## src/flg_consts.svh

```systemverilog
// Constants of the fault-protect and loop-gain block: command codes, field positions, resets.
// Assumes measurement codes arrive already digitized, one set per switching cycle.
`ifndef FLG_CONSTS_SVH
`define FLG_CONSTS_SVH
`define FLG_CMD_VOUT_OV_FLT 8'h40
`define FLG_CMD_VOUT_OV_WRN 8'h42
`define FLG_CMD_VOUT_UV_WRN 8'h43
`define FLG_CMD_VOUT_UV_FLT 8'h44
`define FLG_CMD_IOUT_OC_WRN 8'h4A
`define FLG_CMD_IOUT_UC_WRN 8'h4B
`define FLG_CMD_OT_FLT 8'h4F
`define FLG_CMD_OT_RESP 8'h50
`define FLG_CMD_OT_WRN 8'h51
`define FLG_CMD_UT_WRN 8'h52
`define FLG_CMD_UT_FLT 8'h53
`define FLG_CMD_UT_RESP 8'h54
`define FLG_CMD_VIN_OV_FLT 8'h55
`define FLG_CMD_VIN_OV_RESP 8'h56
`define FLG_CMD_VIN_OV_WRN 8'h57
`define FLG_CMD_VIN_UV_WRN 8'h58
`define FLG_CMD_VIN_UV_FLT 8'h59
`define FLG_CMD_VIN_UV_RESP 8'h5A
`define FLG_CMD_VOUT_OV_RESP 8'h41
`define FLG_CMD_VOUT_UV_RESP 8'h45
`define FLG_CMD_GAIN_RED 8'hD5
`define FLG_CMD_LOOP_GAIN 8'hDF
`define FLG_CMD_OC_RESP 8'hE5
`define FLG_CMD_RC_RESP 8'hE6
`define FLG_CMD_AVG_OC_LIM 8'hE7
`define FLG_CMD_AVG_RC_LIM 8'hE8
`define FLG_CMD_STATUS_BYTE 8'h78
`define FLG_CMD_STATUS_WORD 8'h79
`define FLG_CMD_STATUS_VOUT 8'h7A
`define FLG_CMD_STATUS_IOUT 8'h7B
`define FLG_CMD_STATUS_INPUT 8'h7C
`define FLG_CMD_STATUS_TEMP 8'h7D
`define FLG_CMD_READ_VIN 8'h88
`define FLG_CMD_READ_VOUT 8'h8B
`define FLG_CMD_READ_IOUT 8'h8C
`define FLG_CMD_READ_TEMP 8'h8D
`define FLG_AVG_OC_RST 16'sh0065
`define FLG_AVG_RC_RST 16'shFF9D
`define FLG_OC_CYCLES 5'h0F
`define FLG_PGAIN_RST 16'h010E
`define FLG_IGAIN_RST 8'h50
`define FLG_RGAIN_RST 8'h50
`define FLG_LIM_MAX 16'sh7FFF
`define FLG_LIM_MIN 16'sh8000
`define FLG_RESP_RST 8'h03
`define FLG_GRED_RST 16'h0000
`define FLG_THR_LSB 0
`define FLG_SHIFT_LSB 12
`define FLG_PG_LSB 0
`define FLG_RG_LSB 16
`define FLG_IG_LSB 24
`define FLG_RESP_REPORT 1
`define FLG_RESP_INHIBIT 0
`endif

```

## src/flg_pkg.sv

```systemverilog
// Types shared by the fault-protect and loop-gain block.
// Assumes the includer also pulls in flg_consts.svh for numbers.
package flg_pkg;
  typedef struct packed {
    logic signed [15:0] vin;
    logic signed [15:0] vout;
    logic signed [15:0] iout;
    logic signed [15:0] temp;
  } flg_meas_s;
  typedef struct packed {
    logic ov_flt;
    logic ov_wrn;
    logic uv_wrn;
    logic uv_flt;
  } flg_cmp_s;
  typedef enum logic [2:0] {
    FLG_IDLE = 3'b001,
    FLG_WAIT = 3'b010,
    FLG_ANS = 3'b100
  } flg_cmd_e;
endpackage
```

## src/flg_fault_loop.sv

```systemverilog
// Supervisory comparators, current trips, alert and three-term loop correction.
// Assumes one measurement strobe per switching cycle and a single-cycle command port.
`timescale 1ns/10ps
`include "flg_consts.svh"
// What this block does
// - Inhibit conversion outside input fault limits.
// - Compare output voltage each cycle against limits.
// - Mask undervoltage fault until power good.
// - Overcurrent trip after over 15 cycles.
// - Reverse current trip below minus 99A.
// - Instant current limit far above average.
// - Programmable current warnings and trip responses.
// - Temperature warnings, faults, separate responses.
// - Raise alert on any reporting fault.
// - Return status and telemetry on reads.
// - Proportional gain scales error into correction.
// - Integral gain from top configuration byte.
// - Residual gain acts one cycle later.
// - Reduce gain while error stays low.
// - Restore full gain same cycle.
// - Proportional gain resets to 270.
// - Integral and residual gains reset to 80.
module flg_fault_loop import flg_pkg::*; #(
  parameter int LOW_ERR_CYCLES = 64,
  parameter logic signed [15:0] PEAK_LIMIT = 16'sh00C8
) (
  input wire logic clk_i,
  input wire logic rst_i,
  input wire logic cycle_i,
  input wire flg_meas_s meas_i,
  input wire logic signed [15:0] err_i,
  input wire logic signed [15:0] inst_cur_i,
  input wire logic power_good_pin_i,
  input wire logic cmd_wr_i,
  input wire logic cmd_rd_i,
  input wire logic [7:0] cmd_code_i,
  input wire logic [31:0] cmd_wdata_i,
  output logic [31:0] cmd_rdata_o,
  output logic cmd_rvalid_o,
  output logic cmd_ack_o,
  output logic inhibit_o,
  output logic alert_o,
  output logic signed [31:0] pw_corr_o
);
  // Outside these bounds the low-error counter overflows or normal current trips the peak.
  if (LOW_ERR_CYCLES < 2 || LOW_ERR_CYCLES > 65535) begin : g_bad_low_err
    $error("LOW_ERR_CYCLES out of range.");
  end
  if (PEAK_LIMIT <= `FLG_AVG_OC_RST) begin : g_bad_peak
    $error("PEAK_LIMIT must lie above the average limit.");
  end

  function automatic flg_cmp_s cmp4(input logic signed [15:0] v, input logic signed [15:0] ovf,
      input logic signed [15:0] ovw, input logic signed [15:0] uvw,
      input logic signed [15:0] uvf);
    cmp4.ov_flt = v > ovf;
    cmp4.ov_wrn = v > ovw;
    cmp4.uv_wrn = v < uvw;
    cmp4.uv_flt = v < uvf;
  endfunction

  // Signed error times an unsigned gain field, kept to the correction width.
  function automatic logic signed [31:0] scale(input logic signed [15:0] v,
      input logic [15:0] g);
    scale = 32'(v * $signed({1'b0, g}));
  endfunction

  // Write-one-to-clear merge; the event is ORed last so a same-cycle event wins.
  function automatic logic [7:0] w1c(input logic [7:0] cur, input logic clr,
      input logic [7:0] mask, input logic [7:0] ev);
    w1c = (cur & ~(clr ? mask : 8'h00)) | ev;
  endfunction

  logic signed [15:0] vin_ovf_q, vin_ovw_q, vin_uvw_q, vin_uvf_q;
  logic signed [15:0] vo_ovf_q, vo_ovw_q, vo_uvw_q, vo_uvf_q;
  logic signed [15:0] oc_wrn_q, uc_wrn_q, avg_oc_q, avg_rc_q;
  logic signed [15:0] ot_f_q, ot_w_q, ut_w_q, ut_f_q;
  logic [7:0] vin_ov_rsp_q, vin_uv_rsp_q, vo_ov_rsp_q, vo_uv_rsp_q;
  logic [7:0] oc_rsp_q, rc_rsp_q, ot_rsp_q, ut_rsp_q;
  logic [31:0] loop_gain_config_q;
  logic [15:0] gain_reduction_config_q;

  // Limit and configuration registers written by the host.
  // Status codes are not stored here; a write to the VOUT, IOUT, INPUT or TEMP status code clears its sticky bits further down.
  always_ff @(posedge clk_i) begin
    if (rst_i) begin
      vin_ovf_q <= `FLG_LIM_MAX;
      vin_ovw_q <= `FLG_LIM_MAX;
      vin_uvw_q <= `FLG_LIM_MIN;
      vin_uvf_q <= `FLG_LIM_MIN;
      vo_ovf_q <= `FLG_LIM_MAX;
      vo_ovw_q <= `FLG_LIM_MAX;
      vo_uvw_q <= `FLG_LIM_MIN;
      vo_uvf_q <= `FLG_LIM_MIN;
      oc_wrn_q <= `FLG_LIM_MAX;
      uc_wrn_q <= `FLG_LIM_MIN;
      avg_oc_q <= `FLG_AVG_OC_RST;
      avg_rc_q <= `FLG_AVG_RC_RST;
      ot_f_q <= `FLG_LIM_MAX;
      ot_w_q <= `FLG_LIM_MAX;
      ut_w_q <= `FLG_LIM_MIN;
      ut_f_q <= `FLG_LIM_MIN;
      vin_ov_rsp_q <= `FLG_RESP_RST;
      vin_uv_rsp_q <= `FLG_RESP_RST;
      vo_ov_rsp_q <= `FLG_RESP_RST;
      vo_uv_rsp_q <= `FLG_RESP_RST;
      oc_rsp_q <= `FLG_RESP_RST;
      rc_rsp_q <= `FLG_RESP_RST;
      ot_rsp_q <= `FLG_RESP_RST;
      ut_rsp_q <= `FLG_RESP_RST;
      loop_gain_config_q <= {`FLG_IGAIN_RST, `FLG_RGAIN_RST,
          `FLG_PGAIN_RST};
      gain_reduction_config_q <= `FLG_GRED_RST;
    end else if (cmd_wr_i) begin
      case (cmd_code_i)
        `FLG_CMD_VIN_OV_FLT: vin_ovf_q <= cmd_wdata_i[15:0];
        `FLG_CMD_VIN_OV_WRN: vin_ovw_q <= cmd_wdata_i[15:0];
        `FLG_CMD_VIN_UV_WRN: vin_uvw_q <= cmd_wdata_i[15:0];
        `FLG_CMD_VIN_UV_FLT: vin_uvf_q <= cmd_wdata_i[15:0];
        `FLG_CMD_VIN_OV_RESP: vin_ov_rsp_q <= cmd_wdata_i[7:0];
        `FLG_CMD_VIN_UV_RESP: vin_uv_rsp_q <= cmd_wdata_i[7:0];
        `FLG_CMD_VOUT_OV_FLT: vo_ovf_q <= cmd_wdata_i[15:0];
        `FLG_CMD_VOUT_OV_WRN: vo_ovw_q <= cmd_wdata_i[15:0];
        `FLG_CMD_VOUT_UV_WRN: vo_uvw_q <= cmd_wdata_i[15:0];
        `FLG_CMD_VOUT_UV_FLT: vo_uvf_q <= cmd_wdata_i[15:0];
        `FLG_CMD_VOUT_OV_RESP: vo_ov_rsp_q <= cmd_wdata_i[7:0];
        `FLG_CMD_VOUT_UV_RESP: vo_uv_rsp_q <= cmd_wdata_i[7:0];
        `FLG_CMD_IOUT_OC_WRN: oc_wrn_q <= cmd_wdata_i[15:0];
        `FLG_CMD_IOUT_UC_WRN: uc_wrn_q <= cmd_wdata_i[15:0];
        `FLG_CMD_OC_RESP: oc_rsp_q <= cmd_wdata_i[7:0];
        `FLG_CMD_RC_RESP: rc_rsp_q <= cmd_wdata_i[7:0];
        `FLG_CMD_AVG_OC_LIM: avg_oc_q <= cmd_wdata_i[15:0];
        `FLG_CMD_AVG_RC_LIM: avg_rc_q <= cmd_wdata_i[15:0];
        `FLG_CMD_OT_FLT: ot_f_q <= cmd_wdata_i[15:0];
        `FLG_CMD_OT_WRN: ot_w_q <= cmd_wdata_i[15:0];
        `FLG_CMD_UT_WRN: ut_w_q <= cmd_wdata_i[15:0];
        `FLG_CMD_UT_FLT: ut_f_q <= cmd_wdata_i[15:0];
        `FLG_CMD_OT_RESP: ot_rsp_q <= cmd_wdata_i[7:0];
        `FLG_CMD_UT_RESP: ut_rsp_q <= cmd_wdata_i[7:0];
        `FLG_CMD_LOOP_GAIN: loop_gain_config_q <= cmd_wdata_i;
        `FLG_CMD_GAIN_RED: gain_reduction_config_q <= cmd_wdata_i[15:0];
        default: ;
      endcase
    end
  end

  // Power good comes from another clock domain of the power stage, so it is filtered.
  logic [2:0] pg_sync_q;
  logic pg_q;
  always_ff @(posedge clk_i) begin
    if (rst_i) begin
      pg_sync_q <= 3'b000;
      pg_q <= 1'b0;
    end else begin
      pg_sync_q <= {pg_sync_q[1:0], power_good_pin_i};
      if (pg_sync_q[1] == pg_sync_q[2]) begin
        pg_q <= pg_sync_q[2];
      end
    end
  end

  flg_cmp_s vin_c, vo_c, tmp_c;
  assign vin_c = cmp4(meas_i.vin, vin_ovf_q, vin_ovw_q, vin_uvw_q, vin_uvf_q);
  assign vo_c = cmp4(meas_i.vout, vo_ovf_q, vo_ovw_q, vo_uvw_q, vo_uvf_q);
  assign tmp_c = cmp4(meas_i.temp, ot_f_q, ot_w_q, ut_w_q, ut_f_q);

  // Average overcurrent run length saturates so it never wraps back to a quiet value.
  logic [4:0] oc_cnt_q;
  logic oc_trip, rc_trip, peak_trip;
  assign oc_trip = cycle_i && meas_i.iout > avg_oc_q && oc_cnt_q >= `FLG_OC_CYCLES;
  assign rc_trip = cycle_i && meas_i.iout < avg_rc_q;
  // The instant limit sits well above the average one; even a one-clock peak above it trips, with no strobe needed.
  assign peak_trip = inst_cur_i > PEAK_LIMIT;
  always_ff @(posedge clk_i) begin
    if (rst_i) begin
      oc_cnt_q <= 5'h00;
    end else if (cycle_i) begin
      if (meas_i.iout <= avg_oc_q) begin
        oc_cnt_q <= 5'h00;
      end else if (oc_cnt_q != 5'h1F) begin
        oc_cnt_q <= oc_cnt_q + 5'h01;
      end
    end
  end

  // Sticky status; a detected event wins over a clear in the same cycle.
  logic [7:0] st_vout_q, st_iout_q, st_in_q, st_tmp_q;
  logic [7:0] ev_vout, ev_iout, ev_in, ev_tmp;
  logic clr_vout, clr_iout, clr_in, clr_tmp;
  assign ev_vout = cycle_i ? {vo_c.ov_flt, vo_c.ov_wrn, vo_c.uv_wrn,
      vo_c.uv_flt && pg_q, 4'h0} : 8'h00;
  assign ev_iout = {oc_trip || peak_trip, 1'b0,
      cycle_i && meas_i.iout > oc_wrn_q, rc_trip, cycle_i && meas_i.iout < uc_wrn_q, 3'h0};
  assign ev_in = cycle_i ? {vin_c.ov_flt, vin_c.ov_wrn, vin_c.uv_wrn, vin_c.uv_flt, 4'h0} : 8'h00;
  assign ev_tmp = cycle_i ? {tmp_c.ov_flt, tmp_c.ov_wrn, tmp_c.uv_wrn, tmp_c.uv_flt, 4'h0} : 8'h00;
  assign clr_vout = cmd_wr_i && cmd_code_i == `FLG_CMD_STATUS_VOUT;
  assign clr_iout = cmd_wr_i && cmd_code_i == `FLG_CMD_STATUS_IOUT;
  assign clr_in = cmd_wr_i && cmd_code_i == `FLG_CMD_STATUS_INPUT;
  assign clr_tmp = cmd_wr_i && cmd_code_i == `FLG_CMD_STATUS_TEMP;
  always_ff @(posedge clk_i) begin
    if (rst_i) begin
      st_vout_q <= 8'h00;
      st_iout_q <= 8'h00;
      st_in_q <= 8'h00;
      st_tmp_q <= 8'h00;
    end else begin
      st_vout_q <= w1c(st_vout_q, clr_vout, cmd_wdata_i[7:0], ev_vout);
      st_iout_q <= w1c(st_iout_q, clr_iout, cmd_wdata_i[7:0], ev_iout);
      st_in_q <= w1c(st_in_q, clr_in, cmd_wdata_i[7:0], ev_in);
      st_tmp_q <= w1c(st_tmp_q, clr_tmp, cmd_wdata_i[7:0], ev_tmp);
    end
  end

  // Each fault reports on the alert when bit 1 of its response is set; bit 0 inhibits, except for the two input faults.
  logic [7:0] flt_vec, rsp_rep, rsp_inh;
  assign flt_vec = {st_in_q[7], st_in_q[4], st_vout_q[7], st_vout_q[4],
      st_iout_q[7], st_iout_q[4], st_tmp_q[7], st_tmp_q[4]};
  assign rsp_rep = {vin_ov_rsp_q[`FLG_RESP_REPORT], vin_uv_rsp_q[`FLG_RESP_REPORT],
      vo_ov_rsp_q[`FLG_RESP_REPORT], vo_uv_rsp_q[`FLG_RESP_REPORT],
      oc_rsp_q[`FLG_RESP_REPORT], rc_rsp_q[`FLG_RESP_REPORT],
      ot_rsp_q[`FLG_RESP_REPORT], ut_rsp_q[`FLG_RESP_REPORT]};
  assign rsp_inh = {vin_ov_rsp_q[`FLG_RESP_INHIBIT], vin_uv_rsp_q[`FLG_RESP_INHIBIT],
      vo_ov_rsp_q[`FLG_RESP_INHIBIT], vo_uv_rsp_q[`FLG_RESP_INHIBIT],
      oc_rsp_q[`FLG_RESP_INHIBIT], rc_rsp_q[`FLG_RESP_INHIBIT],
      ot_rsp_q[`FLG_RESP_INHIBIT], ut_rsp_q[`FLG_RESP_INHIBIT]};
  // Alert is registered from the sticky bits and inhibit from them and in_bad_q, so both lag their sources by one clock.
  logic in_bad_q;
  always_ff @(posedge clk_i) begin
    if (rst_i) begin
      in_bad_q <= 1'b1;
      inhibit_o <= 1'b1;
      alert_o <= 1'b0;
    end else begin
      if (cycle_i) begin
        in_bad_q <= vin_c.ov_flt || vin_c.uv_flt;
      end
      inhibit_o <= in_bad_q || |(flt_vec[5:0] & rsp_inh[5:0]);
      alert_o <= |(flt_vec & rsp_rep);
    end
  end

  // Gain reduction: error must stay at or under threshold a whole period before dividing.
  logic [15:0] low_cnt_q;
  logic red_q, err_big;
  logic [15:0] abs_err;
  // The most negative error maps to 16'h8000, which still counts as a large error.
  assign abs_err = err_i[15] ? 16'(-err_i) : err_i;
  assign err_big = abs_err > {4'h0, gain_reduction_config_q[`FLG_THR_LSB +: 12]};
  always_ff @(posedge clk_i) begin
    if (rst_i) begin
      low_cnt_q <= 16'h0000;
      red_q <= 1'b0;
    end else if (cycle_i) begin
      if (err_big) begin
        low_cnt_q <= 16'h0000;
        red_q <= 1'b0;
      end else if (low_cnt_q == 16'(LOW_ERR_CYCLES - 1)) begin
        red_q <= 1'b1;
      end else begin
        low_cnt_q <= low_cnt_q + 16'h0001;
      end
    end
  end

  // Full gain comes back combinationally in the cycle the error exceeds the threshold.
  logic [15:0] pgain_eff;
  assign pgain_eff = (red_q && !err_big) ?
      (loop_gain_config_q[`FLG_PG_LSB +: 16] >> gain_reduction_config_q[`FLG_SHIFT_LSB +: 2]) :
      loop_gain_config_q[`FLG_PG_LSB +: 16];

  // Three-term correction; the integrator is unclamped and wraps at 32 bits, a known trade against windup range.
  logic signed [31:0] p_term, r_term, integ_q, dev_q, corr;
  logic [15:0] igain;
  assign igain = {8'h00, loop_gain_config_q[`FLG_IG_LSB +: 8]};
  assign p_term = scale(err_i, pgain_eff);
  assign r_term = 32'((dev_q * $signed({1'b0, loop_gain_config_q[`FLG_RG_LSB +: 8]})) >>> 8);
  assign corr = p_term + integ_q - r_term;
  always_ff @(posedge clk_i) begin
    if (rst_i) begin
      integ_q <= 32'sh0;
      dev_q <= 32'sh0;
      pw_corr_o <= 32'sh0;
    end else if (cycle_i) begin
      integ_q <= integ_q + scale(err_i, igain);
      dev_q <= corr;
      pw_corr_o <= corr;
    end
  end

  // Telemetry latched once per cycle so reads see a coherent set.
  flg_meas_s tel_q;
  always_ff @(posedge clk_i) begin
    if (rst_i) begin
      tel_q <= '0;
    end else if (cycle_i) begin
      tel_q <= meas_i;
    end
  end

  logic [7:0] sbyte;
  assign sbyte = {1'b0, inhibit_o, st_vout_q[7], st_iout_q[7], st_in_q[4],
      |st_tmp_q, 2'b00};
  flg_cmd_e cst_q;
  always_ff @(posedge clk_i) begin
    if (rst_i) begin
      cst_q <= FLG_IDLE;
      cmd_rdata_o <= 32'h0;
      cmd_rvalid_o <= 1'b0;
      cmd_ack_o <= 1'b0;
    end else begin
      cmd_ack_o <= cmd_wr_i;
      cmd_rvalid_o <= 1'b0;
      case (cst_q)
        FLG_IDLE: if (cmd_rd_i) begin
          cst_q <= FLG_ANS;
          case (cmd_code_i)
            `FLG_CMD_STATUS_BYTE: cmd_rdata_o <= {24'h0, sbyte};
            `FLG_CMD_STATUS_WORD: cmd_rdata_o <= {16'h0, |st_vout_q, |st_iout_q,
                |st_in_q, 5'h0, sbyte};
            `FLG_CMD_STATUS_VOUT: cmd_rdata_o <= {24'h0, st_vout_q};
            `FLG_CMD_STATUS_IOUT: cmd_rdata_o <= {24'h0, st_iout_q};
            `FLG_CMD_STATUS_INPUT: cmd_rdata_o <= {24'h0, st_in_q};
            `FLG_CMD_STATUS_TEMP: cmd_rdata_o <= {24'h0, st_tmp_q};
            `FLG_CMD_READ_VIN: cmd_rdata_o <= {16'h0, tel_q.vin};
            `FLG_CMD_READ_VOUT: cmd_rdata_o <= {16'h0, tel_q.vout};
            `FLG_CMD_READ_IOUT: cmd_rdata_o <= {16'h0, tel_q.iout};
            `FLG_CMD_READ_TEMP: cmd_rdata_o <= {16'h0, tel_q.temp};
            `FLG_CMD_LOOP_GAIN: cmd_rdata_o <= loop_gain_config_q;
            `FLG_CMD_GAIN_RED: cmd_rdata_o <= {16'h0, gain_reduction_config_q};
            `FLG_CMD_AVG_OC_LIM: cmd_rdata_o <= {16'h0, avg_oc_q};
            `FLG_CMD_AVG_RC_LIM: cmd_rdata_o <= {16'h0, avg_rc_q};
            default: cmd_rdata_o <= 32'h0;
          endcase
        end
        FLG_ANS: begin
          cmd_rvalid_o <= 1'b1;
          cst_q <= FLG_IDLE;
        end
        default: cst_q <= FLG_IDLE;
      endcase
    end
  end
endmodule

```

## config.mk

```make
export PLATFORM = sky130hd
export DESIGN_NAME = flg_fault_loop
export DESIGN_NICKNAME = d
export VERILOG_FILES = /design/src/flg_pkg.sv /design/src/flg_fault_loop.sv
export VERILOG_INCLUDE_DIRS = /design/src
export SDC_FILE = /design/constraint.sdc
export NUM_CORES = 2
export LEC_CHECK = 0
export BUFFER_PORTS_ARGS = -buffer_cell sky130_fd_sc_hd__buf_2
export CELL_PAD_IN_SITES_DETAIL_PLACEMENT = 1
export CELL_PAD_IN_SITES_GLOBAL_PLACEMENT = 1
export CORE_UTILIZATION = 50
export CTS_CLUSTER_SIZE = 24
export DETAILED_ROUTE_END_ITERATION = 12
export PLACE_DENSITY_LB_ADDON = 0.1
export SLEW_MARGIN = 30
export SYNTH_ARGS = -nofsm -noshare
export SYNTH_HDL_FRONTEND = slang
export SYNTH_SLANG_ARGS = --single-unit
export TNS_END_PERCENT = 50
```

## constraint.sdc

```tcl
create_clock -name clk_i -period 21.6 [get_ports clk_i]
set_clock_uncertainty 0.1 [all_clocks]
set_input_delay 4.32 -clock clk_i [delete_from_list [all_inputs] [get_ports clk_i]]
set_output_delay 4.32 -clock clk_i [all_outputs]
set_load 0.005 [all_outputs]
```

==> results_dict.tcl <==
set metrics [dict create \
    cp_max_fo 25 \
    timing.rr.end "dev_q[31]$_SDFFE_PP0P_" \
    die-width_um 319 \
    viasPerCell 5.78 \
    clock_tree.root_cell "clkbuf_16" \
    irDropWorstVdd_v 0.000204 \
    avgSynthCellArea_um2 8.47 \
    synth_cells 5923 \
    endpoint_kind "flip-flop" \
    worstPathArrival_ns 14.44 \
    core_mm2 0.0989 \
    rsz0062_at_grt "no" \
    path_clk_slew_ns 0.06 \
    cts_tree "done" \
    start_kind "input pin" \
    min_period_over_period_pct 64.9 \
    ys_top_cells_by_area "dfxtp_1 22%, fa_1 22%, ha_1 13%, inv_1 7.1%, nand2_1 6.8%" \
    grt.overflow.total 0 \
    p_clk_share_pct 19.2 \
    p_seq_share_pct 18.8 \
    grt.total_usage_pct 33.2 \
    cp-startpoint "err_i[5]" \
    drv_slew 0 \
    n_antenna_cell 0 \
    post_dp_cell_area_mm2 0.0522 \
    drtIter0Drc 2274 \
    place_hpwl_um 125000 \
    num_vias 42200 \
    area_delta_synth_final_pct 8.66 \
    required_ns 22.03 \
    ys_seq_elements 543 \
    cp_slowest_cell "o21ai_2" \
    syn_nets 7114 \
    clock-sinks 543 \
    cpMostUsedCell "fa_1" \
    numCtsBuffers 70 \
    yosysSeqAreaShare_pct 21.7 \
    final_area_mm2 0.0545 \
    synth_top_cell_by_area "dfxtp_1" \
    hold_buffers 0 \
    path_buf_inv 6 \
    p_per_area_mw_per_mm2 115 \
    cp_slowest_stage_delay_ns 0.71 \
    yosys-top-cells-count "953 x inv_1, 903 x nand2_1, 543 x dfxtp_1" \
    r2r_start "loop_gain_config_q[16]$_SDFFE_PP0P_" \
    synth-edff-count 0 \
    layout-drive-gt1-share_pct 7.53 \
    firstDrtPassIters 6 \
    finalSetupTns_ns 0 \
    p_int_uw 3360 \
    switchingPower_uw 2890 \
    cts.repair.resized 0 \
    critical_path_class "in2reg" \
    place.port_buffers 209 \
    setup_viol 0 \
    async_reset_ff_share_pct 0 \
    wire_per_inst_um 22.9 \
    status "completed" \
    synth_top_area_share_pct 21.7 \
    cts_buffer_depth 3 \
    max_freq_ghz 0.0714 \
    post_cts_buffers 0 \
    relSlewSlack_pct 31.3 \
    row_count 115 \
    htree_levels 3 \
    multiInputGateArea_mm2 0.0346 \
    fillers 11800 \
    ant_nets 0 \
    clk_latency_ns 0.68 \
    synth_cell_type_count 81 \
    critPathTopFamily "compound AO/OA/AOI/OAI gates" \
    globalplace.congestion 0.923 \
    wl_um 167000 \
    hp-start "cst_q[0]$_SDFFE_PP1P_" \
    power_frac_comb_pct 62.0 \
    synth-main-ff-cell "dfxtp_1" \
    p_sw_share_pct 46.3 \
    ios 210 \
    grt_start_max_net_pins 202 \
    min_path_type "reg2reg" \
    finalCriticalPeriod_ns 14.01 \
    drv_cap 0 \
    dieArea_mm2 0.102 \
    grt_first_pass_wirelength_um 260000 \
    r2r_cells 39 \
    num-nets-final 7158 \
    syn-cell-area_mm2 0.0502 \
    hold_viol 0 \
    hold_ws_ns 0.326 \
    reg2reg_slack_ns 9.75 \
    p_leak_uw 0.0258 \
    worst_pin_slew_ns 1.03 \
    grt_pass1_vias 45500 \
    synth_most_common_cell "inv_1" \
    yosysWarnings 0 \
    seq_area_mm2 0.0109 \
    drc_errors 0 \
    hold_path_depth 1 \
    die_y_um 319 \
    start_util_pct 50.8 \
    hold_end "cmd_rvalid_o$_SDFF_PP0_" \
    antenna_found_initial 2 \
]
[through the flow]
step / setup WS (ns) / util [%] / power [µW] / cells
detailed placement: 7.10 / 52.8 / 5040 / 7182
floorplan: 8.65 / - / 3980 / 5923
global route: 7.10 / 55.2 / 6770 / 7304
global placement: 7.28 / 52.8 / 4880 / 7182
finish: 7.59 / 55.2 / 6250 / 7304
CTS: 7.69 / 55.2 / 6290 / 7304
[power groups by stage]
| stage | Combinational, µW | Sequential, µW | Clock [µW] |
|---|---|---|---|
| after floorplan | 2840 | 1140 | 0 |
| after global routing | 4340 | 1180 | 1260 |
| after CTS | 3890 | 1180 | 1220 |
| after global placement | 3680 | 1200 | 0 |
| after detailed placement | 3840 | 1200 | 0 |
| final | 3880 | 1180 | 1200 |
[cell usage in the layout (no fill, tap or decap), types with 46 or more instances in the layout]
cell	Yosys	final
a21o_1	95	95
a21oi_1	326	326
and2_1	261	261
buf_2	11	207
buf_4	3	54
clkbuf_16	0	71
dfxtp_1	543	538
fa_1	542	542
ha_1	507	507
inv_1	953	951
mux2i_1	133	133
nand2_1	903	903
nand3_1	78	78
nand4_1	46	46
nor2_1	347	342
nor2b_1	48	48
o211ai_1	118	118
o21a_1	54	54
o21ai_0	98	98
xnor2_1	67	67
xor2_1	46	46
[cell families (layout without fill, tap and decap cells)]
family	count (synthesis)	after routing	synth area share, %
AND/OR/NAND/NOR	1876	1876	17.2
buffers and inverters	1249	1343	9.48
adder cells (fa/ha/maj)	1049	1049	34.3
AO/OA/AOI/OAI	941	941	12.3
flip-flops	543	543	21.7
multiplexers	151	151	3.17
XOR/XNOR	114	114	2.02
[registers in the layout, indices dropped and copies added (netlist names), 32 cells and up]
name and count:
loop_gain_config_q 32, cmd_rdata_o 32, dev_q 32, integ_q 32, tel_q 64
[per-layer routing]
| layer | track usage [%] | share of wire (%) | vias to the layer above | routed length [µm] |
|---|---|---|---|---|
| li1 | - | - | 19200 | - |
| met5 | 0 | 0 | - | 0 |
| met2 | 59.7 | 51 | 1023 | 85100 |
| met1 | 38.7 | 39 | 21600 | 66100 |
| met3 | 3.18 | 3.7 | 404 | 6230 |
| met4 | 17.9 | 6.0 | 0 | 10000 |
[cell type report]
type,count,share of cell area [%]
Sequential cell,543,19.9
Clock buffer,99,3.74
Tap cell,1287,2.95
Timing Repair Buffer,264,2.73
Clock inverter,23,0.530
Inverter,957,6.60
Multi-Input combinational cell,4131,63.5
[worst max-delay path by stage]
| stage | endpoint | slack [ns] | cells past startpoint |
|---|---|---|---|
| 3_3_place_gp | dev_q[30]$_SDFFE_PP0P_ | 7.28 | 38 |
| 3_5_place_dp | dev_q[30]$_SDFFE_PP0P_ | 7.10 | 38 |
| 5_1_grt | dev_q[28]$_SDFFE_PP0P_ | 7.10 | 37 |
| 2_1_floorplan | dev_q[21]$_SDFFE_PP0P_ | 8.65 | 36 |
| 4_1_cts | dev_q[28]$_SDFFE_PP0P_ | 7.69 | 38 |
| 6_report | dev_q[28]$_SDFFE_PP0P_ | 7.59 | 38 |
No activity file was read; power rests on OpenSTA's default activity.
